### config.mk
export PLATFORM = sky130hd
export DESIGN_NAME = fsl_top
export DESIGN_NICKNAME = d
export VERILOG_FILES = /design/src/logic/fsl_pkg.sv /design/src/logic/fsl_lock_bank.sv /design/src/logic/fsl_protect.sv /design/src/logic/fsl_top.sv
export SDC_FILE = /design/constraint.sdc
export NUM_CORES = 1
export LEC_CHECK = 0
export BUFFER_PORTS_ARGS = -buffer_cell sky130_fd_sc_hd__buf_4
export CAP_MARGIN = 20
export CORE_MARGIN = 8
export CORE_UTILIZATION = 40
export DETAILED_ROUTE_END_ITERATION = 10
export MAX_ROUTING_LAYER = met4
export SLEW_MARGIN = 20
export SYNTH_ARGS = -nofsm -noshare
export SYNTH_HDL_FRONTEND = slang
export SYNTH_SLANG_ARGS = --single-unit
export TNS_END_PERCENT = 5
### constraint.sdc
create_clock -name clk_i -period 9.8 [get_ports clk_i]
set_input_delay 0.98 -clock clk_i [delete_from_list [all_inputs] [get_ports clk_i]]
set_output_delay 0.98 -clock clk_i [all_outputs]
set_load 0.01 [all_outputs]
### src/logic/fsl_pkg.sv
// constants and types shared by the flash status and block lock design
// assumes a single 125 MHz clock domain
package fsl_pkg;
  localparam int NUM_BLOCKS = 50;
  localparam int NUM_LOCKS = 35;
  localparam int SHARED_TOP_BLOCK = 15;
  localparam int TOP_BLOCK = 49;
  localparam int LOCK_IDX_W = 6;
  localparam int BLOCK_IDX_W = 6;
  localparam int SYNC_STAGES = 2;

  // status register bit positions
  localparam int ST_READY = 7;
  localparam int ST_ERASE_SUSP = 6;
  localparam int ST_ERASE_FAIL = 5;
  localparam int ST_PROG_FAIL = 4;
  localparam int ST_SUPPLY_ERR = 3;
  localparam int ST_PROG_SUSP = 2;
  localparam int ST_PROTECT = 1;

  // lock register bit positions
  localparam int LK_WRITE = 0;
  localparam int LK_DOWN = 1;
  localparam int LK_READ = 2;
  localparam logic [7:0] LK_RESET = 8'h01;
  localparam logic [7:0] LK_USED_MASK = 8'h07;
  localparam logic [7:0] READ_LOCKED_DATA = 8'h00;

  // fixed operation length, in cycles
  localparam int OP_CYCLES = 16;
  localparam int OP_CNT_W = 5;

  typedef enum logic [2:0] {
    FSL_OP_NONE,
    FSL_OP_PROGRAM,
    FSL_OP_QUAD_PROGRAM,
    FSL_OP_BLOCK_ERASE,
    FSL_OP_CHIP_ERASE
  } fsl_op_t;
endpackage

### src/logic/fsl_lock_bank.sv
// bank of per-block lock registers; blocks 0..15 share entry 0
// assumes a synchronous active-low reset copy from the top module
`timescale 1ns/1ps
module fsl_lock_bank
  import fsl_pkg::*;
(
  input wire logic clk_i,
  input wire logic rst_n_i,
  input wire logic wr_i,
  input wire logic [LOCK_IDX_W-1:0] wr_idx_i,
  input wire logic [7:0] wr_data_i,
  input wire logic [LOCK_IDX_W-1:0] rd_idx_i,
  output logic [7:0] rd_data_o,
  output logic [NUM_LOCKS-1:0] wlock_o,
  output logic [NUM_LOCKS-1:0] rlock_o
);
  logic [7:0] lock_r [NUM_LOCKS];

  genvar g;
  generate
    for (g = 0; g < NUM_LOCKS; g++) begin : g_lock
      always_ff @(posedge clk_i or negedge rst_n_i) begin
        if (!rst_n_i) begin
          lock_r[g] <= LK_RESET;
        end else if (wr_i && wr_idx_i == LOCK_IDX_W'(g)
                     && !lock_r[g][LK_DOWN]) begin
          lock_r[g] <= wr_data_i & LK_USED_MASK;
        end
      end
      assign wlock_o[g] = lock_r[g][LK_WRITE];
      assign rlock_o[g] = lock_r[g][LK_READ];
    end
  endgenerate

  always_ff @(posedge clk_i or negedge rst_n_i) begin
    if (!rst_n_i) begin
      rd_data_o <= LK_RESET;
    end else if (rd_idx_i < LOCK_IDX_W'(NUM_LOCKS)) begin
      rd_data_o <= lock_r[rd_idx_i];
    end else begin
      rd_data_o <= 8'h00;
    end
  end
endmodule

### src/logic/fsl_protect.sv
// combinational write protection decision for one target block
// assumes lock vectors are indexed by lock register, not block
`timescale 1ns/1ps
module fsl_protect
  import fsl_pkg::*;
(
  input wire logic [BLOCK_IDX_W-1:0] block_i,
  input wire logic [NUM_LOCKS-1:0] wlock_i,
  input wire logic supply_low_i,
  input wire logic top_block_protect_pin_n_i,
  input wire logic array_protect_n_i,
  output logic protected_o
);
  logic [LOCK_IDX_W-1:0] idx;

  always_comb begin
    if (block_i <= BLOCK_IDX_W'(SHARED_TOP_BLOCK)) begin
      idx = '0;
    end else begin
      idx = LOCK_IDX_W'(block_i - BLOCK_IDX_W'(SHARED_TOP_BLOCK));
    end
    protected_o = 1'b0;
    if (idx < LOCK_IDX_W'(NUM_LOCKS) && wlock_i[idx]) begin
      protected_o = 1'b1;
    end
    if (supply_low_i) begin
      protected_o = 1'b1;
    end
    if (block_i == BLOCK_IDX_W'(TOP_BLOCK) && !top_block_protect_pin_n_i) begin
      protected_o = 1'b1;
    end
    if (block_i < BLOCK_IDX_W'(TOP_BLOCK) && !array_protect_n_i) begin
      protected_o = 1'b1;
    end
  end
endmodule

### src/logic/fsl_top.sv
// status reporting and block lock for a flash program/erase controller
// assumes command decoding and the bus cycle protocol sit outside;
// commands arrive as one-cycle strobes synchronous to clk_i
`timescale 1ns/1ps
module fsl_top
  import fsl_pkg::*;
(
  input wire logic clk_i,
  input wire logic rst_n_i,
  // command strobes from the decoder
  input wire logic cmd_program_i,
  input wire logic cmd_quad_program_i,
  input wire logic cmd_block_erase_i,
  input wire logic cmd_chip_erase_i,
  input wire logic [BLOCK_IDX_W-1:0] cmd_block_i,
  input wire logic cmd_suspend_i,
  input wire logic cmd_resume_i,
  input wire logic cmd_clear_status_i,
  input wire logic cmd_invalid_i,
  // verify result from the array engine at end of an operation
  input wire logic verify_fail_i,
  // supply comparators and protect pins
  input wire logic supply_lockout_level_i,
  input wire logic fast_program_supply_level_i,
  input wire logic top_block_protect_pin_n_i,
  input wire logic array_protect_n_i,
  input wire logic mux_mode_i,
  // lock register access
  input wire logic lock_wr_i,
  input wire logic [LOCK_IDX_W-1:0] lock_idx_i,
  input wire logic [7:0] lock_wdata_i,
  output logic [7:0] lock_rdata_o,
  // array read gating
  input wire logic [BLOCK_IDX_W-1:0] rd_block_i,
  input wire logic [7:0] array_data_i,
  output logic [7:0] array_rdata_o,
  // status and array strobe
  output logic [7:0] status_o,
  output logic array_write_o
);
  ////////////////////////////////////////////////////////////////////////
  // reset release
  logic [SYNC_STAGES-1:0] rst_sync_r;
  logic rst_n;

  always_ff @(posedge clk_i or negedge rst_n_i) begin
    if (!rst_n_i) begin
      rst_sync_r <= '0;
    end else begin
      rst_sync_r <= {rst_sync_r[SYNC_STAGES-2:0], 1'b1};
    end
  end
  assign rst_n = rst_sync_r[SYNC_STAGES-1];

  ////////////////////////////////////////////////////////////////////////
  // locks and protection
  logic [NUM_LOCKS-1:0] wlock;
  logic [NUM_LOCKS-1:0] rlock;
  logic cmd_protected;

  fsl_lock_bank u_locks (
    .clk_i(clk_i),
    .rst_n_i(rst_n),
    .wr_i(lock_wr_i),
    .wr_idx_i(lock_idx_i),
    .wr_data_i(lock_wdata_i),
    .rd_idx_i(lock_idx_i),
    .rd_data_o(lock_rdata_o),
    .wlock_o(wlock),
    .rlock_o(rlock)
  );

  fsl_protect u_protect (
    .block_i(cmd_block_i),
    .wlock_i(wlock),
    .supply_low_i(supply_lockout_level_i),
    .top_block_protect_pin_n_i(top_block_protect_pin_n_i),
    .array_protect_n_i(array_protect_n_i),
    .protected_o(cmd_protected)
  );

  ////////////////////////////////////////////////////////////////////////
  // read gating
  logic [LOCK_IDX_W-1:0] rd_lock_idx;

  always_comb begin
    if (rd_block_i <= BLOCK_IDX_W'(SHARED_TOP_BLOCK)) begin
      rd_lock_idx = '0;
    end else begin
      rd_lock_idx = LOCK_IDX_W'(rd_block_i - BLOCK_IDX_W'(SHARED_TOP_BLOCK));
    end
  end

  always_ff @(posedge clk_i or negedge rst_n) begin
    if (!rst_n) begin
      array_rdata_o <= 8'h00;
    end else if (rd_lock_idx < LOCK_IDX_W'(NUM_LOCKS)
                 && rlock[rd_lock_idx]) begin
      array_rdata_o <= READ_LOCKED_DATA;
    end else begin
      array_rdata_o <= array_data_i;
    end
  end

  ////////////////////////////////////////////////////////////////////////
  // controller state
  typedef enum logic [2:0] {
    FSL_IDLE,
    FSL_ERASE,
    FSL_PROGRAM,
    FSL_ERASE_SUSP,
    FSL_PROG_SUSP,
    FSL_PROG_IN_ESUSP
  } fsl_state_t;

  fsl_state_t state_r;
  fsl_state_t state_nxt;
  logic [OP_CNT_W-1:0] cnt_r;
  logic prog_cmd;
  logic erase_cmd;
  logic start_ok;
  logic sticky_err;
  logic done;

  assign prog_cmd = cmd_program_i | cmd_quad_program_i;
  assign erase_cmd = cmd_block_erase_i | cmd_chip_erase_i;
  assign sticky_err = status_o[ST_PROG_FAIL] | status_o[ST_ERASE_FAIL]
                      | status_o[ST_SUPPLY_ERR] | status_o[ST_PROTECT];
  // a leftover error makes the next command fail without touching the array
  // supply sampled here, at the start only; no tracking afterwards
  assign start_ok = !sticky_err && !cmd_protected
                    && !(cmd_quad_program_i && !fast_program_supply_level_i);
  assign done = (cnt_r == OP_CNT_W'(OP_CYCLES - 1));

  always_comb begin
    state_nxt = state_r;
    case (state_r)
      FSL_IDLE: begin
        if (prog_cmd && start_ok) begin
          state_nxt = FSL_PROGRAM;
        end else if (erase_cmd && start_ok) begin
          state_nxt = FSL_ERASE;
        end
      end
      FSL_ERASE: begin
        if (done) begin
          state_nxt = FSL_IDLE;
        end else if (cmd_suspend_i) begin
          state_nxt = FSL_ERASE_SUSP;
        end
      end
      FSL_PROGRAM: begin
        if (done) begin
          state_nxt = FSL_IDLE;
        end else if (cmd_suspend_i) begin
          state_nxt = FSL_PROG_SUSP;
        end
      end
      FSL_ERASE_SUSP: begin
        if (cmd_resume_i) begin
          state_nxt = FSL_ERASE;
        end else if (cmd_program_i && start_ok) begin
          state_nxt = FSL_PROG_IN_ESUSP;
        end
      end
      FSL_PROG_SUSP: begin
        if (cmd_resume_i) begin
          state_nxt = FSL_PROGRAM;
        end
      end
      FSL_PROG_IN_ESUSP: begin
        if (done) begin
          state_nxt = FSL_ERASE_SUSP;
        end
      end
      default: begin
        state_nxt = FSL_IDLE;
      end
    endcase
  end

  always_ff @(posedge clk_i or negedge rst_n) begin
    if (!rst_n) begin
      state_r <= FSL_IDLE;
    end else begin
      state_r <= state_nxt;
    end
  end

  // counter restarts on a start from idle or erase suspend and holds while paused; a program in erase suspend clears the erase count
  always_ff @(posedge clk_i or negedge rst_n) begin
    if (!rst_n) begin
      cnt_r <= '0;
    end else if (state_nxt == FSL_IDLE || state_nxt != state_r
                 && state_r == FSL_ERASE_SUSP && !cmd_resume_i
                 || state_r == FSL_IDLE
                 || done && state_r == FSL_PROG_IN_ESUSP) begin
      cnt_r <= '0;
    end else if (state_r == FSL_ERASE || state_r == FSL_PROGRAM
                 || state_r == FSL_PROG_IN_ESUSP) begin
      cnt_r <= cnt_r + OP_CNT_W'(1);
    end
  end

  // one array write strobe when an operation completes cleanly
  always_ff @(posedge clk_i or negedge rst_n) begin
    if (!rst_n) begin
      array_write_o <= 1'b0;
    end else begin
      array_write_o <= done && !verify_fail_i
                       && (state_r == FSL_PROGRAM || state_r == FSL_ERASE
                           || state_r == FSL_PROG_IN_ESUSP);
    end
  end

  ////////////////////////////////////////////////////////////////////////
  // status flags; a set in the same cycle as clear-status wins
  logic start_cmd;
  logic prog_end;
  logic erase_end;
  logic [7:0] st_r;

  assign start_cmd = (state_r == FSL_IDLE && (prog_cmd || erase_cmd))
                     || (state_r == FSL_ERASE_SUSP && cmd_program_i);
  assign prog_end = done && (state_r == FSL_PROGRAM
                             || state_r == FSL_PROG_IN_ESUSP);
  assign erase_end = done && state_r == FSL_ERASE;

  always_ff @(posedge clk_i or negedge rst_n) begin
    if (!rst_n) begin
      st_r[ST_PROG_FAIL] <= 1'b0;
    end else if (prog_end && verify_fail_i || cmd_invalid_i) begin
      st_r[ST_PROG_FAIL] <= 1'b1;
    end else if (cmd_clear_status_i) begin
      st_r[ST_PROG_FAIL] <= 1'b0;
    end
  end

  always_ff @(posedge clk_i or negedge rst_n) begin
    if (!rst_n) begin
      st_r[ST_ERASE_FAIL] <= 1'b0;
    end else if (erase_end && verify_fail_i || cmd_invalid_i) begin
      st_r[ST_ERASE_FAIL] <= 1'b1;
    end else if (cmd_clear_status_i) begin
      st_r[ST_ERASE_FAIL] <= 1'b0;
    end
  end

  always_ff @(posedge clk_i or negedge rst_n) begin
    if (!rst_n) begin
      st_r[ST_SUPPLY_ERR] <= 1'b0;
    end else if (start_cmd && (supply_lockout_level_i
                 || cmd_quad_program_i && !fast_program_supply_level_i)) begin
      st_r[ST_SUPPLY_ERR] <= 1'b1;
    end else if (cmd_clear_status_i) begin
      st_r[ST_SUPPLY_ERR] <= 1'b0;
    end
  end

  always_ff @(posedge clk_i or negedge rst_n) begin
    if (!rst_n) begin
      st_r[ST_PROTECT] <= 1'b0;
    end else if (start_cmd && cmd_protected && !cmd_chip_erase_i
                 && !mux_mode_i && !supply_lockout_level_i) begin
      st_r[ST_PROTECT] <= 1'b1;
    end else if (cmd_clear_status_i) begin
      st_r[ST_PROTECT] <= 1'b0;
    end
  end

  // unused bits of the flag vector, kept zero
  always_ff @(posedge clk_i or negedge rst_n) begin
    if (!rst_n) begin
      {st_r[7:6], st_r[2], st_r[0]} <= 4'h0;
    end else begin
      {st_r[7:6], st_r[2], st_r[0]} <= 4'h0;
    end
  end

  // assembled status; bit 0 reserved and zero
  always_ff @(posedge clk_i or negedge rst_n) begin
    if (!rst_n) begin
      status_o <= 8'h80;
    end else begin
      status_o[ST_READY] <= !(state_nxt == FSL_ERASE
                              || state_nxt == FSL_PROGRAM
                              || state_nxt == FSL_PROG_IN_ESUSP);
      status_o[ST_ERASE_SUSP] <= state_nxt == FSL_ERASE_SUSP
                                 || state_nxt == FSL_PROG_IN_ESUSP;
      status_o[ST_PROG_SUSP] <= state_nxt == FSL_PROG_SUSP;
      status_o[ST_ERASE_FAIL] <= st_r[ST_ERASE_FAIL];
      status_o[ST_PROG_FAIL] <= st_r[ST_PROG_FAIL];
      status_o[ST_SUPPLY_ERR] <= st_r[ST_SUPPLY_ERR];
      status_o[ST_PROTECT] <= st_r[ST_PROTECT] && !mux_mode_i;
      status_o[0] <= 1'b0;
    end
  end
endmodule

Yosys cells after proc, flatten, opt, wreduce, memory -nomap -nowiden
Index checks and enable logic that the tools add are counted.
Word-level totals
  register bits after elaboration: 143
  logic and storage cells: 310
  input port bits: 51
  output and inout port bits: 25
Cells by class
  reductions and logical operators: 166
  eq/ne operators: 47
  add/sub/neg operators: 3
  mux-type cells: 33
  bitwise logic cells: 6
  order comparisons: 9
Operators with widths (count)
  logical AND 1 bit: 97
  equality test 6 x 5 -> 1 bit, second input constant: 16
  binary-select mux 8 bit (select 6 bit): 1
  equality test 6 x 4 -> 1 bit, second input constant: 8
  zero test 1 bit: 47
  2-to-1 mux 8 bit: 4
  2-to-1 mux 3 bit: 10
  equality test 6 x 3 -> 1 bit, second input constant: 4
  equality test 6 bit, second input constant: 4
  < comparator 6 bit, second input constant: 4
  one-hot mux 3 bit (6 select lines): 1
  logical OR 1 bit: 14
  < comparator 6 x 7 -> 1 bit, second input constant: 2
  binary-select mux 1 bit (select 6 bit): 2
  equality test 3 x 2 -> 1 bit, second input constant: 4
  equality test 3 bit, second input constant: 4
  equality test 6 x 2 -> 1 bit, second input constant: 2
  <= comparator 6 x 4 -> 1 bit, second input constant: 2
  2-to-1 mux 6 bit: 2
  subtractor 6 x 4 -> 6 bit, second input constant: 2
  2-to-1 mux 1 bit: 11
  2-to-1 mux 5 bit: 2
  nonzero test 2 bit: 5
  greater-or-equal comparator 7 bit, second input constant: 1
  9 further kinds: 15

Logic depth before layout (Yosys ltp)
Gate-level depths: netlist (run 1).
  depth in word-level cells: 23
  gate-level depth with buffers: 13

By module
From an unflattened synthesis (run 1), not the netlist that was laid out.
Second synthesis, totals
  cell total of the unflattened synthesis: 750
  area, all modules: 8180.3 um^2
By module, submodules not included
  fsl_lock_bank: times used 1, cells an instance 483, seq. area each 2747.6 um^2, area an instance 5796.8 um^2
  fsl_top: times used 1, cells an instance 193, seq. area each 752.0 um^2, area an instance 1796.7 um^2
  fsl_protect: times used 1, cells an instance 74, seq. area each 0.0 um^2, area an instance 586.8 um^2

Least setup slack after synthesis (run 1)
No wires, ideal clock.
  path kind: input-to-reg
  start point: input port cmd_block_i[0]
  end point: register cnt_r[1]
  setup time: 131 ps
  arrival: 3152 ps
  slack: 6517 ps
  stages on the path: 11
  cells stage by stage: inv_1 -> ha_1 -> buf_6 -> mux2_1 -> o21ai_0 -> a2111oi_0 -> or3_1 -> o22ai_2 -> a31oi_2 -> a211oi_4 -> nor3b_2
On the way
  word-level cells in the longest chain between the ends: 23
  elaborated cells on any way between the ends: 35
  those cells by class: add/sub (1); order compare (3); eq/ne (2); mux (13); reduce/logical (16)
RTL lines
  start, declared: line fsl_top.sv:15  | input wire logic [BLOCK_IDX_W-1:0] cmd_block_i,
  subtractor 6 x 4 -> 6 bit or <= comparator 6 x 4 -> 1 bit (tied branches): line fsl_protect.sv:20, fsl_protect.sv:17
  2-to-1 mux 6 bit: line fsl_protect.sv:17  | if (block_i <= BLOCK_IDX_W'(SHARED_TOP_BLOCK)) begin
  binary-select mux 1 bit (select 6 bit): line fsl_protect.sv:23  | if (idx < LOCK_IDX_W'(NUM_LOCKS) && wlock_i[idx]) begin
  2-to-1 mux 1 bit (implied by the code): line fsl_protect.sv:23
  logical AND 1 bit: line fsl_protect.sv:23
  2-to-1 mux 1 bit: line fsl_protect.sv:23
  2-to-1 mux 1 bit: line fsl_protect.sv:26  | if (supply_low_i) begin
  2-to-1 mux 1 bit: line fsl_protect.sv:29  | if (block_i == BLOCK_IDX_W'(TOP_BLOCK) && !top_block_protect_pin_n_i) begin
  (+6 left out)
  2-to-1 mux 3 bit (on tied branches): line fsl_top.sv:160, fsl_top.sv:139
  one-hot mux 3 bit (6 select lines) (*): line fsl_top.sv:137  | case (state_r)
  inequality test 3 bit: line fsl_top.sv:194  | end else if (state_nxt == FSL_IDLE || state_nxt != state_r
  logical AND 1 bit (2 in series): line fsl_top.sv:195  | && state_r == FSL_ERASE_SUSP && !cmd_resume_i
  logical OR 1 bit (*): line fsl_top.sv:194
  logical OR 1 bit (*): line fsl_top.sv:196  | || state_r == FSL_IDLE
  logical OR 1 bit (*): line fsl_top.sv:197  | || done && state_r == FSL_PROG_IN_ESUSP) begin
  2-to-1 mux 5 bit or nonzero test 2 bit (tied branches)
  end signal, assigned: line fsl_top.sv:201  | cnt_r <= cnt_r + OP_CNT_W'(1);
  end, declared: line fsl_top.sv:118  | logic [OP_CNT_W-1:0] cnt_r;
Every way passes the cells marked *; elsewhere a longest branch is shown, timed or not. The select of a mux whose other input is x is not followed.
A chain may end at the register's enable or synchronous reset.

Worst setup path in the final report (run 1)
  start point: input port cmd_block_i[0]
  end point: register cnt_r[2]
The elaborated chain is that of the path after synthesis.

==> summary.md, run 1 <==
The power per cell area was 204 mW/mm². The design draws 1.83 mW. Setup repair after global routing left no endpoint under its margin.

Part of the total power dissipated in the clock network: 37.6%. Counting distinct cell types in the post-synthesis netlist gives 73. IR analysis of the VDD net gives a maximum drop of 0.0818 mV. The I/O pin count is 76, and the cts-stage hold buffer count is 0. In this run the worst path has a maximum fanout of 20. The number of enable flip-flop cells after synthesis is 0. The clock reaches the later pin of the worst-skew pair after 0.42 ns.

Ranked by instance count, the synthesized netlist is headed by sky130_fd_sc_hd__dfrtp_1, sky130_fd_sc_hd__mux2_2, sky130_fd_sc_hd__nand2_1. The post-cts sizing count is 0. The run gives 40.2% as the initial standard-cell utilization of the core. The library cell with the largest summed area after synthesis was sky130_fd_sc_hd__dfrtp_1. The x dimension of the die is 155 µm. The worst setup path is launched from an input pin. The final count of pins violating max slew was 0.

For this run, the number of Yosys warnings is 0. At the end of routability-driven placement, the weighted congestion stood at 0.871. For the combined area of all synthesized cells, the log shows 0.00773 mm². During placement, the flow inserted port buffers numbering 64. The maximum clock insertion buffer count was 2; the first-pass iteration count of the detailed router was 5.

In the synthesized netlist, the number of instances is 656. The delay of the slowest critical-path stage came out at 0.82 ns. The largest net degree at the start of global routing was 71. For this block, the initial DRC count from the detailed router was 549. The tools report the combinational share of power as 21.5%.

The internal power was 1.30 mW. The run gives 0 as the max capacitance violation total. Worst path buffer plus inverter count: 2. Dividing the detail-routed wire length by the instance count gives 20.2 µm.

Net switching is 28.7% of the power. The launch instance of the worst register-to-register path is cnt_r[0]. The capture point of the worst path is cnt_r[2].

Timing would allow up to 248 MHz. Most common cell in the synthesized netlist: sky130_fd_sc_hd__dfrtp_1. Headroom to the max-slew limit came out at 36.9%.

Walking the worst path, the cells encountered are buf_4 > inv_1 > ha_1 > mux2_1 > o21ai_0 > a2111oi_0 > or3_1 > o22ai_2 > a31oi_2 > a211oi_4 > nor2_1. The logs give 0 for the number of antenna violations at the first check in global routing and 1700 for the final-layout fill cell count. The worst register-to-register path ends at cnt_r[2]. The post-synthesis async set-or-reset flop share was 100%; the number of antenna cells inserted was 0. The run gives 0 as the sum of overflow across all layers after global routing.

The run finished with clean final reports. The worst path uses 41.2% of the clock period. The first global-routing pass estimated 31700 µm of wire. Summed over all nets, the switching power comes to 0.525 mW. The buffer type at the clock tree root is sky130_fd_sc_hd__clkbuf_16. Clock tree synthesis found a total of 138 sinks. The die covers 0.0240 mm².

Row generation in the floorplan step produced 51 rows. The run gives 0 ns as the sum of negative setup slack. In this run the number of H-tree levels came out at 4. Sequential cells burn 40.9% of the power. The data required time at the worst endpoint is 10.09 ns, and the number of stages on the worst setup path is 11. In this run the biggest area consumer among cell types represents 32.7% of the synthesized area.

On the critical path the largest part of the delay comes from compound AO/OA/AOI/OAI gates. For the number of remaining DRC errors, the log shows 0. After detailed routing, the number of vias per cell comes to 5.68. The number of hold-slack violations in the final timing report is 0. In this run the vertical extent of the chip is 155 µm. The min-delay analysis places its worst path in the category in2async.

In this run, CTS created clock tree buffers numbering 17. The start-to-end type of the worst setup path was in2reg. The cell count of the worst reg-to-reg path came out at 10. The total routing resource utilization after global routing was 17.4%.

The via count of the first global-routing pass is 5581. In the synthesized netlist the dominant register cell turns out to be sky130_fd_sc_hd__dfrtp_1. Compared with the post-synthesis result, the final layout area differs by 16.1%. Counting flops and latches in the post-synthesis netlist gives 138. In the final layout, the share of cells above drive strength 1 is 36.6%. The detail route stage leaves a number of antenna-violating nets equal to 0. The run gives 5.76 ns as the worst-case setup margin in the final layout.

The largest individual stage delay along the critical path comes from the cell sky130_fd_sc_hd__ha_1. Average cell area after synthesis: 11.8 µm². The launching instance or port of the critical path is cmd_block_i[0].

Detailed routing inserted a total of 5582 vias. The setup clock skew after layout was 0.0132 ns; the worst-margin pin slew was 0.946 ns. Sorting the synthesized cells by area gives the leading types as sky130_fd_sc_hd__dfrtp_1, sky130_fd_sc_hd__dfstp_2, sky130_fd_sc_hd__mux2_2.

For the post-CTS repair timing setup buffer count, the log shows 0. The clock edge transition at the registers on the reported setup and hold paths came out at 0.06 ns. The final layout contains routed wiring with a total length of 19900 µm. Setup violations remaining at the end of the flow were counted as 0.

In this run the static leakage power is 3.81 nW. The floorplan step defined a core boundary enclosing 0.0192 mm². Data arrives at the worst endpoint at 4.33 ns. The smallest clock period supported by the final layout is computed as 4.04 ns. The run gives 45.3% as the sequential element share of the synthesized area.

Prior to clock tree synthesis, the placed netlist has a worst setup slack of 5.40 ns. Detailed placement finished with a half-perimeter wire length of 14400 µm. The worst reg-to-reg setup slack is 7.27 ns.

TritonCTS built the clock tree. At the end of the flow, the number of nets in the layout was 762. Endpoint type of the worst setup path: a register.
-- layout by cell type, fill, tap and decap left out, types with 4 or more instances in the layout --
| cell type | synthesis | layout |
|---|---|---|
| sky130_fd_sc_hd__xnor2_1 | 4 | 4 |
| sky130_fd_sc_hd__ha_1 | 6 | 6 |
| sky130_fd_sc_hd__inv_1 | 12 | 12 |
| sky130_fd_sc_hd__mux2i_1 | 25 | 25 |
| sky130_fd_sc_hd__o21bai_1 | 31 | 31 |
| sky130_fd_sc_hd__a211oi_1 | 5 | 5 |
| sky130_fd_sc_hd__or3_1 | 11 | 11 |
| sky130_fd_sc_hd__buf_4 | 8 | 65 |
| sky130_fd_sc_hd__bufinv_16 | 0 | 4 |
| sky130_fd_sc_hd__mux2_2 | 74 | 74 |
| sky130_fd_sc_hd__nor2b_1 | 15 | 15 |
| sky130_fd_sc_hd__and3b_1 | 4 | 4 |
| sky130_fd_sc_hd__mux4_2 | 33 | 33 |
| sky130_fd_sc_hd__nand2b_1 | 7 | 7 |
| sky130_fd_sc_hd__nand3_1 | 15 | 15 |
| sky130_fd_sc_hd__dfrtp_1 | 101 | 100 |
| sky130_fd_sc_hd__dfstp_2 | 37 | 37 |
| sky130_fd_sc_hd__nor3b_1 | 6 | 6 |
| sky130_fd_sc_hd__conb_1 | 2 | 7 |
| sky130_fd_sc_hd__or4_1 | 4 | 4 |
| sky130_fd_sc_hd__nor3_1 | 27 | 27 |
| sky130_fd_sc_hd__a21o_1 | 4 | 4 |
| sky130_fd_sc_hd__and2_1 | 16 | 16 |
| sky130_fd_sc_hd__o21ai_0 | 21 | 21 |
| sky130_fd_sc_hd__nand2_1 | 51 | 51 |
| sky130_fd_sc_hd__clkbuf_16 | 0 | 17 |
| sky130_fd_sc_hd__a31oi_1 | 10 | 10 |
| sky130_fd_sc_hd__xor2_1 | 4 | 4 |
| sky130_fd_sc_hd__nand3b_1 | 6 | 6 |
| sky130_fd_sc_hd__nor2_1 | 21 | 21 |
| sky130_fd_sc_hd__a21oi_1 | 15 | 15 |
-- worst register-to-register path: cells and delay by family, from the launching register on --
kind / cells / cell delay [ns]
adder cells (fa/ha/maj): 2 / 0.52
flip-flops: 1 / 0.39
AND/OR/NAND/NOR: 4 / 0.57
AO/OA/AOI/OAI: 4 / 0.91
-- sequential cells by signal, summed over array words and instances (netlist names) --
register	count
cnt_r	5
array_write_o	1
st_r	4
state_r	3
array_rdata_o	8
u_locks.wlock_o	35
status_o	7
u_locks.rd_data_o	3
u_locks.lock_r	35
u_locks.rlock_o	35
rst_sync_r	2
-- per-stage QoR --
step | cells | utilization (%) | hold WS, ns | cell area (µm²)
after floorplan | 661 | - | 0.331 | 7750
after global placement | 951 | 43.4 | 0.338 | 8340
after detailed placement | 951 | 43.4 | 0.345 | 8340
after CTS | 983 | 46.7 | 0.311 | 8970
after global routing | 983 | 46.7 | 0.310 | 8970
final | 983 | 46.7 | 0.327 | 8970
-- kinds of logic after synthesis --
kind of cell | Yosys count | synth area share (%)
xor gates and xnor gates | 8 | 0.907
muxes | 135 | 24.4
and+or+nand+nor | 200 | 13.9
buffers and inverters | 53 | 3.61
other | 2 | 0.0972
DFF | 138 | 45.3
AOI/OAI and AO/OA | 114 | 10.8
adders and majority gates | 6 | 0.971
-- layer usage --
metal | vias up | global-route usage, % | wire, µm
met5 | - | - | 0
met4 | 0 | 5.74 | 368
met3 | 37 | 3.38 | 844
met2 | 171 | 27.5 | 9790
met1 | 2858 | 22.3 | 8870
li1 | 2516 | - | -
-- cell type report --
| cell class | instances | area (µm²) | area share (%) |
|---|---|---|---|
| flip-flops and latches | 138 | 3500 | 39.0 |
| repair buffers | 65 | 488 | 5.44 |
| well taps | 265 | 332 | 3.69 |
| clock inverters | 11 | 170 | 1.90 |
| clock buffers | 21 | 460 | 5.13 |
| multi-input cells | 470 | 3970 | 44.2 |
| inverters | 13 | 53.8 | 0.599 |
-- power by group through the flow --
stage,registers (mW),clock network [mW],logic (mW)
after floorplan,0.727,0,0.300
after global placement,0.749,0,0.382
after detailed placement,0.755,0,0.393
after CTS,0.746,0.700,0.396
after global routing,0.761,0.726,0.431
final,0.748,0.688,0.394
-- worst min-delay path by stage --
stage	from	to	slack, ns
2_1_floorplan	rst_sync_r[0]	rst_sync_r[1]	0.33
3_3_place_gp	rst_sync_r[0]	rst_sync_r[1]	0.34
3_5_place_dp	rst_sync_r[0]	rst_sync_r[1]	0.34
4_1_cts	rst_n_i	rst_sync_r[1]	0.31
5_1_grt	rst_n_i	rst_sync_r[1]	0.31
6_report	rst_n_i	rst_sync_r[1]	0.33
Power figures use the tool's default switching activity.
==> run 2, diff against run 1 <==
==> constraint.sdc (replaced) <==
create_clock -name clk_i -period 4.05 [get_ports clk_i]
set_input_delay 0.405 -clock clk_i [delete_from_list [all_inputs] [get_ports clk_i]]
set_output_delay 0.405 -clock clk_i [all_outputs]
set_load 0.01 [all_outputs]
==> summary.md, run 2 (synthesis gave the netlist of run 1 again) <==
The logs give 5 (unchanged) for the first-pass iteration count of the detailed router and 987 (+0.41%) for the non-filler instance count after layout. The number of cells after detailed placement was 954 (+0.32%); the overall die area was 0.0240 mm² (unchanged). The min-delay analysis places its worst path in the category in2reg. The number of hold-slack violations in the final timing report is 0 (unchanged).

The area overhead of the layout relative to synthesis was 16.4%. Sum of overflow across all layers after global routing: 0 (unchanged). The total wire length came out at 19500 µm (-2.1%).

The delay of the slowest critical-path stage is 0.62 ns (-0.20 ns), and the row count is 51 (unchanged). The final setup violation count is 0 (unchanged). The tools report the number of routed nets with antenna violations as 0 (unchanged). Walking the worst path, the cells encountered are buf_4 > inv_1 > ha_1 > mux2_1 > o21ai_0 > a2111oi_0 > or3_1 > o22ai_2 > a31oi_2 > a211oi_4 > nor2_1. STA classifies the critical path startpoint as an input pin. The worst setup path is of the in2reg kind.

The tools report the sum of negative setup slack as 0 ns (unchanged). Based on the critical path, the design can be clocked at up to 326 MHz. The final-stage net count was 766 (+0.52%). Worst reg2reg path endpoint: cnt_r[3].

TritonCTS built the clock tree. The tools report the worst reg-to-reg setup slack as 1.53 ns (-5.74 ns). The ratio of cells with drive above 1 in the final layout is 37.1% (+0.49 points). For the maximum VDD drop, the log shows 0.192 mV (+130%). The cell count of the worst reg-to-reg path works out to 10 (unchanged). Buffer type at the clock tree root: sky130_fd_sc_hd__clkbuf_16. The wire length of the first global-routing pass came out at 31300 µm (-1.3%).

The power per cell area was 483 mW/mm² (+140%); the leakage power figure was 3.82 nW (+0.35%). The run gives 138 (unchanged) as the clock sink count. The count of buffers inserted at the top-level ports was 64 (unchanged); the x dimension of the die was 155 µm (unchanged). Leaving out fill and tap cells, the most frequent cell in the layout is sky130_fd_sc_hd__dfrtp_1. The launching instance or port of the critical path is cmd_block_i[0]. The worst path needs 3.06 ns of the cycle, external delays included. For the HPWL after detailed placement, the log shows 14400 µm (-0.40%). The worst register-to-register path begins at cnt_r[0].

The tools report the cts-stage hold buffer count as 1 (+1). The endpoint type of the worst setup path was a register. Clock edge transition at the registers on the reported setup and hold paths: 0.06 ns (about the same). Worst path arrival time: 3.36 ns (-0.97 ns). The DRC marker count from the first detailed-route iteration is 439 (-20%), and the average wire per cell in the routed design is 19.7 µm (-2.5%). The worst-margin pin slew is 0.760 ns (-0.187 ns), and the total routing resource utilization after global routing is 17.3% (-0.13 points).

The tools report the via count of the first global-routing pass as 5650 (+1.2%). The later-pin clock latency in the skew report is 0.43 ns (about the same), and the setup clock skew after layout is 0.00844 ns (-0.00476 ns). The final count of pins violating max slew was 0 (unchanged); the routed via count divided by cell count was 5.56 (-2.1%).

The total via count after detailed routing came out at 5485 (-1.7%). For the worst hold margin, the log shows 0.148 ns (-0.179 ns). In this run the worst setup path terminates at cnt_r[3].

The data required time at the worst endpoint is 4.34 ns (-5.75 ns), and the routability congestion estimate from global placement is 0.872 (+0.17%). The largest fanout on the critical path came out at 18 (-10%). Die span in y: 155 µm (unchanged). The largest individual stage delay along the critical path comes from the cell sky130_fd_sc_hd__ha_1.

The I/O pin count was 76 (unchanged); the total chip power was 4.35 mW (+140%). In the layout the commonest cells are sky130_fd_sc_hd__dfrtp_1, sky130_fd_sc_hd__mux2_2, sky130_fd_sc_hd__buf_4. The tools report the core outline area as 0.0192 mm² (unchanged). The final critical-path share of the clock period was 75.6%; the number of remaining DRC errors was 0 (unchanged). The post-CTS repair timing setup buffer count came out at 0 (unchanged). The relative slew slack was 49.3% (+12 points); the post-route core utilization was 46.8% (+0.12 points). The deepest level of the CTS H-tree is 4 (unchanged). The flow ran to the end, and the final reports show no timing, DRC or antenna violations.

Maximum clock insertion buffer count: 2 (unchanged). The run gives 17 (unchanged) as the number of buffers added by the clock tree synthesis step. Setup repair after global routing left no endpoint under its margin. The max capacitance violation total was 0 (unchanged). The largest net degree at the start of global routing was 63 (-11%).

The initial standard-cell utilization of the core was 40.2% (unchanged); the post-cts sizing count was 0 (unchanged). The number of antenna cells inserted came out at 0 (unchanged). The tools report the number of antenna violations at the first check in global routing as 0 (unchanged).
run 2: cell count changes in the layout (fill, tap and decap cells not counted), moves of 2 or more:
cell,before,now
sky130_fd_sc_hd__buf_4,65,67
sky130_fd_sc_hd__bufinv_16,4,2
sky130_fd_sc_hd__clkbuf_1,2,0
sky130_fd_sc_hd__clkinv_2,2,0
sky130_fd_sc_hd__inv_6,1,6
run 2: layout make-up:
class	instances	area [µm²]
tap	265	332
timing repair buffer	69	533
inverter	13	53.8
clock buffer	19	453
multi-input combinational	470	3970
sequential	138	3500
fill	1743	10200
clock inverter	13	155
run 2: metrics by stage:
step | setup slack [ns] | instance area, µm²
global route | 0.812 | 9000
floorplan | 1.34 | 7750
global placement | 0.646 | 8380
detailed placement | 0.555 | 8380
finish | 0.986 | 9000
CTS | 1.01 | 9000
run 2: how the worst min path moves through the flow:
stage,start,depth (start not counted),endpoint
after floorplan,rst_n_i,0,rst_sync_r[0]
after global placement,rst_n_i,1,rst_sync_r[0]
after detailed placement,rst_n_i,1,rst_sync_r[0]
after CTS,verify_fail_i,2,array_write_o
after global routing,verify_fail_i,2,array_write_o
final,verify_fail_i,2,array_write_o
run 2: layer usage:
metal	part of all wire, %	GRT usage (%)	vias to the layer above
li1	-	-	2520
met1	43	21.3	2782
met2	50	27.7	148
met3	4.6	3.16	35
met4	2.5	7.23	0
met5	0	-	-
run 2: power breakdown:
part | internal, mW | switching (mW)
logic | 0.474 | 0.484
clock network | 0.956 | 0.634
registers | 1.62 | 0.181
run 2: worst max-delay path, delay by kind of cell:
family	cells	cell delay (ns)
AOI/OAI and AO/OA	5	1.13
adders and majority gates	1	0.62
buffers and inverters	2	0.38
muxes	1	0.36
and+or+nand+nor	2	0.46
==> run 3, diff against run 2 <==
==> constraint.sdc (replaced) <==
create_clock -name clk_i -period 3.1 [get_ports clk_i]
set_input_delay 0.31 -clock clk_i [delete_from_list [all_inputs] [get_ports clk_i]]
set_output_delay 0.31 -clock clk_i [all_outputs]
set_load 0.01 [all_outputs]
==> summary.md, run 3 (synthesis gave the netlist of run 1 again) <==
The number of cells after detailed placement is 963 (+0.94%). The number of antenna cells inserted is 0 (unchanged), and the initial standard-cell utilization of the core is 40.2% (unchanged). The x dimension of the die works out to 155 µm (unchanged). The total via count after detailed routing came out at 5595 (+2.0%).

The launching instance or port of the critical path was cnt_r[0]. The overall die area is 0.0240 mm² (unchanged). TritonCTS built the clock tree. The run gives 51 (unchanged) as the row count. The final-layout fill cell count was 1728 (-0.86%). The later-pin clock latency in the skew report is 0.42 ns (about the same). The run gives 46.9% (+0.072 points) as the post-route core utilization. The path with the worst hold slack has its endpoint at status_o[1]. The number of antenna violations at the first check in global routing came out at 0 (unchanged).

The slowest stage of the critical path belongs to the cell sky130_fd_sc_hd__dfrtp_1. The flow ran to the end, and the final reports show no timing, DRC or antenna violations. For the HPWL after detailed placement, the log shows 14600 µm (+1.7%).

The final count of pins violating max slew is 0 (unchanged), and the first-pass iteration count of the detailed router is 5 (unchanged). The DRC marker count from the first detailed-route iteration came out at 340 (-23%). Start-to-end type of the worst setup path: reg2reg. The endpoint identified for the worst register-to-register timing path is cnt_r[2]. The deepest level of the CTS H-tree is 4 (unchanged). For the worst reg-to-reg setup slack, the log shows 0.54 ns (-0.99 ns).

Post-layout instance area: 0.00901 mm² (+0.15%). The launch instance of the worst register-to-register path is cnt_r[0]. The buffer type at the clock tree root is sky130_fd_sc_hd__clkbuf_16. The power per cell area is 614 mW/mm² (+27%), and the largest net degree at the start of global routing is 88 (+40%).

The number of hold-slack violations in the final timing report is 0 (unchanged). The worst hold margin was 0.0533 ns (-0.0943 ns); the worst-margin pin slew was 0.677 ns (-0.0827 ns). The min-delay analysis places its worst path in the category in2reg.

The tools report the total wire length as 20000 µm (+2.8%). The tools report the placement-stage cell area as 0.00845 mm² (+0.81%). For the data required time at the worst endpoint, the log shows 3.39 ns (-0.95 ns). The post-cts sizing count was 0 (unchanged); the I/O pin count was 76 (unchanged). The routed via count divided by cell count works out to 5.62 (+1.1%). The post-route minimum period is 2.56 ns. Setup repair after global routing left no endpoint under its margin. The count of buffers inserted at the top-level ports was 64 (unchanged); the routability congestion estimate from global placement was 0.835 (-4.3%).

Number of buffers added by the clock tree synthesis step: 17 (unchanged). For the via count of the first global-routing pass, the log shows 5729 (+1.4%). The logs give 0.00350 mm² (unchanged) for the flip-flop and latch area and 3.83 nW (+0.28%) for the leakage power figure. After layout, the worst path uses 82.7% of the clock period. The cell count of the worst reg-to-reg path is 10 (unchanged). The library cells used most frequently in the layout, excluding fill and tap cells, are sky130_fd_sc_hd__dfrtp_1, sky130_fd_sc_hd__buf_4, sky130_fd_sc_hd__mux2_2.

The library cell used most frequently in the layout, excluding fill and tap cells, is sky130_fd_sc_hd__dfrtp_1. The ratio of cells with drive above 1 in the final layout is 37.6% (+0.50 points). The die span in y is 155 µm (unchanged), and the area occupied by multi-input gates is 0.00397 mm² (unchanged). The average wire per cell in the routed design came out at 20.1 µm (+1.9%). The wire length of the first global-routing pass is 32600 µm (+4.1%). The worst setup path is launched from a register. For the maximum VDD drop, the log shows 0.300 mV (+56%). The setup clock skew after layout was 0.00693 ns (-0.00151 ns); the delay of the slowest critical-path stage was 0.39 ns (-0.23 ns). Worst path arrival time: 2.86 ns (-0.50 ns). For the final setup violation count, the log shows 0 (unchanged). Traced cell by cell, the critical path runs through ha_1 > and3_1 > ha_1 > o21ai_0 > a21oi_1 > nor2_1 > nor3_1 > a31oi_2 > a211oi_4 > nor2_1. The core outline area is 0.0192 mm² (unchanged). The non-filler instance count after layout is 996 (+0.91%), and the area overhead of the layout relative to synthesis is 16.6%. Final-stage net count: 775 (+1.2%).

The startpoint identified for the worst hold timing path is mux_mode_i. For the maximum clock insertion buffer count, the log shows 2 (unchanged). The tools report the number of routed nets with antenna violations as 0 (unchanged). The total routing resource utilization after global routing is 17.9% (+0.58 points), and the number of stages on the worst hold path is 2 (unchanged).

Based on the critical path, the design can be clocked at up to 390 MHz. The number of remaining DRC errors came out at 0 (unchanged). The clock edge transition at the registers on the reported setup and hold paths is 0.06 ns (about the same), and the max capacitance violation total is 0 (unchanged).

The tools report the clock sink count as 138 (unchanged). The sum of overflow across all layers after global routing came out at 0 (unchanged). Sum of negative setup slack: 0 ns (unchanged). The worst setup path is captured at a register. The largest fanout on the critical path works out to 10 (-8). The relative slew slack is 54.9% (+5.6 points).
[run 3: cell count changes in the layout (fill, tap and decap cells not counted), sizes merged]
cell / delta
buf: +9
inv: -5
clkinv: +4
clkinvlp: +2
bufinv: -1
[run 3: timing repair]
item                       4_1_cts  5_1_grt
setup endpoints to repair        0        0
hold buffers                     1        0
hold endpoints to repair         2        0
buffers inserted                 0        0
[run 3: per-stage QoR]
| stage | worst slack, ns | total power [mW] |
|---|---|---|
| 2_1_floorplan | 0.487 | 3.25 |
| 3_3_place_gp | 0.164 | 3.59 |
| 3_5_place_dp | 0.101 | 3.64 |
| 4_1_cts | 0.543 | 5.57 |
| 5_1_grt | 0.302 | 5.83 |
| 6_report | 0.535 | 5.53 |
[run 3: worst max path at each step]
stage,end,slack [ns],cells after the start
6_report,cnt_r[2],0.54,10
5_1_grt,cnt_r[3],0.30,11
4_1_cts,cnt_r[1],0.54,12
3_5_place_dp,cnt_r[1],0.10,12
3_3_place_gp,cnt_r[2],0.16,13
2_1_floorplan,cnt_r[1],0.49,11
[run 3: final cells by class]
type	instances	area share, %
Clock inverter	13	1.35
Tap cell	265	3.68
Sequential cell	138	38.9
Inverter	13	0.597
Clock buffer	19	4.80
Timing Repair Buffer	78	6.66
Multi-Input combinational cell	470	44.0
[run 3: metal layers]
layer  routed length (µm)  GRT usage, %
met3                  938          2.77
met2                 9890          28.1
met1                 8610          22.8
met4                  572          7.47
met5                    0             -
[run 3: critical path: cells and delay by family (launching register included)]
| family | cells | cell delay, ns |
|---|---|---|
| compound gates | 4 | 0.89 |
| fa+ha+maj | 2 | 0.55 |
| simple gates | 4 | 0.61 |
| flops | 1 | 0.39 |
[run 3: where the power goes]
part           leakage (nW)  switching [mW]  internal (mW)
logic                  1.88           0.638          0.629
registers              1.70           0.239           2.12
clock network         0.256           0.803           1.11
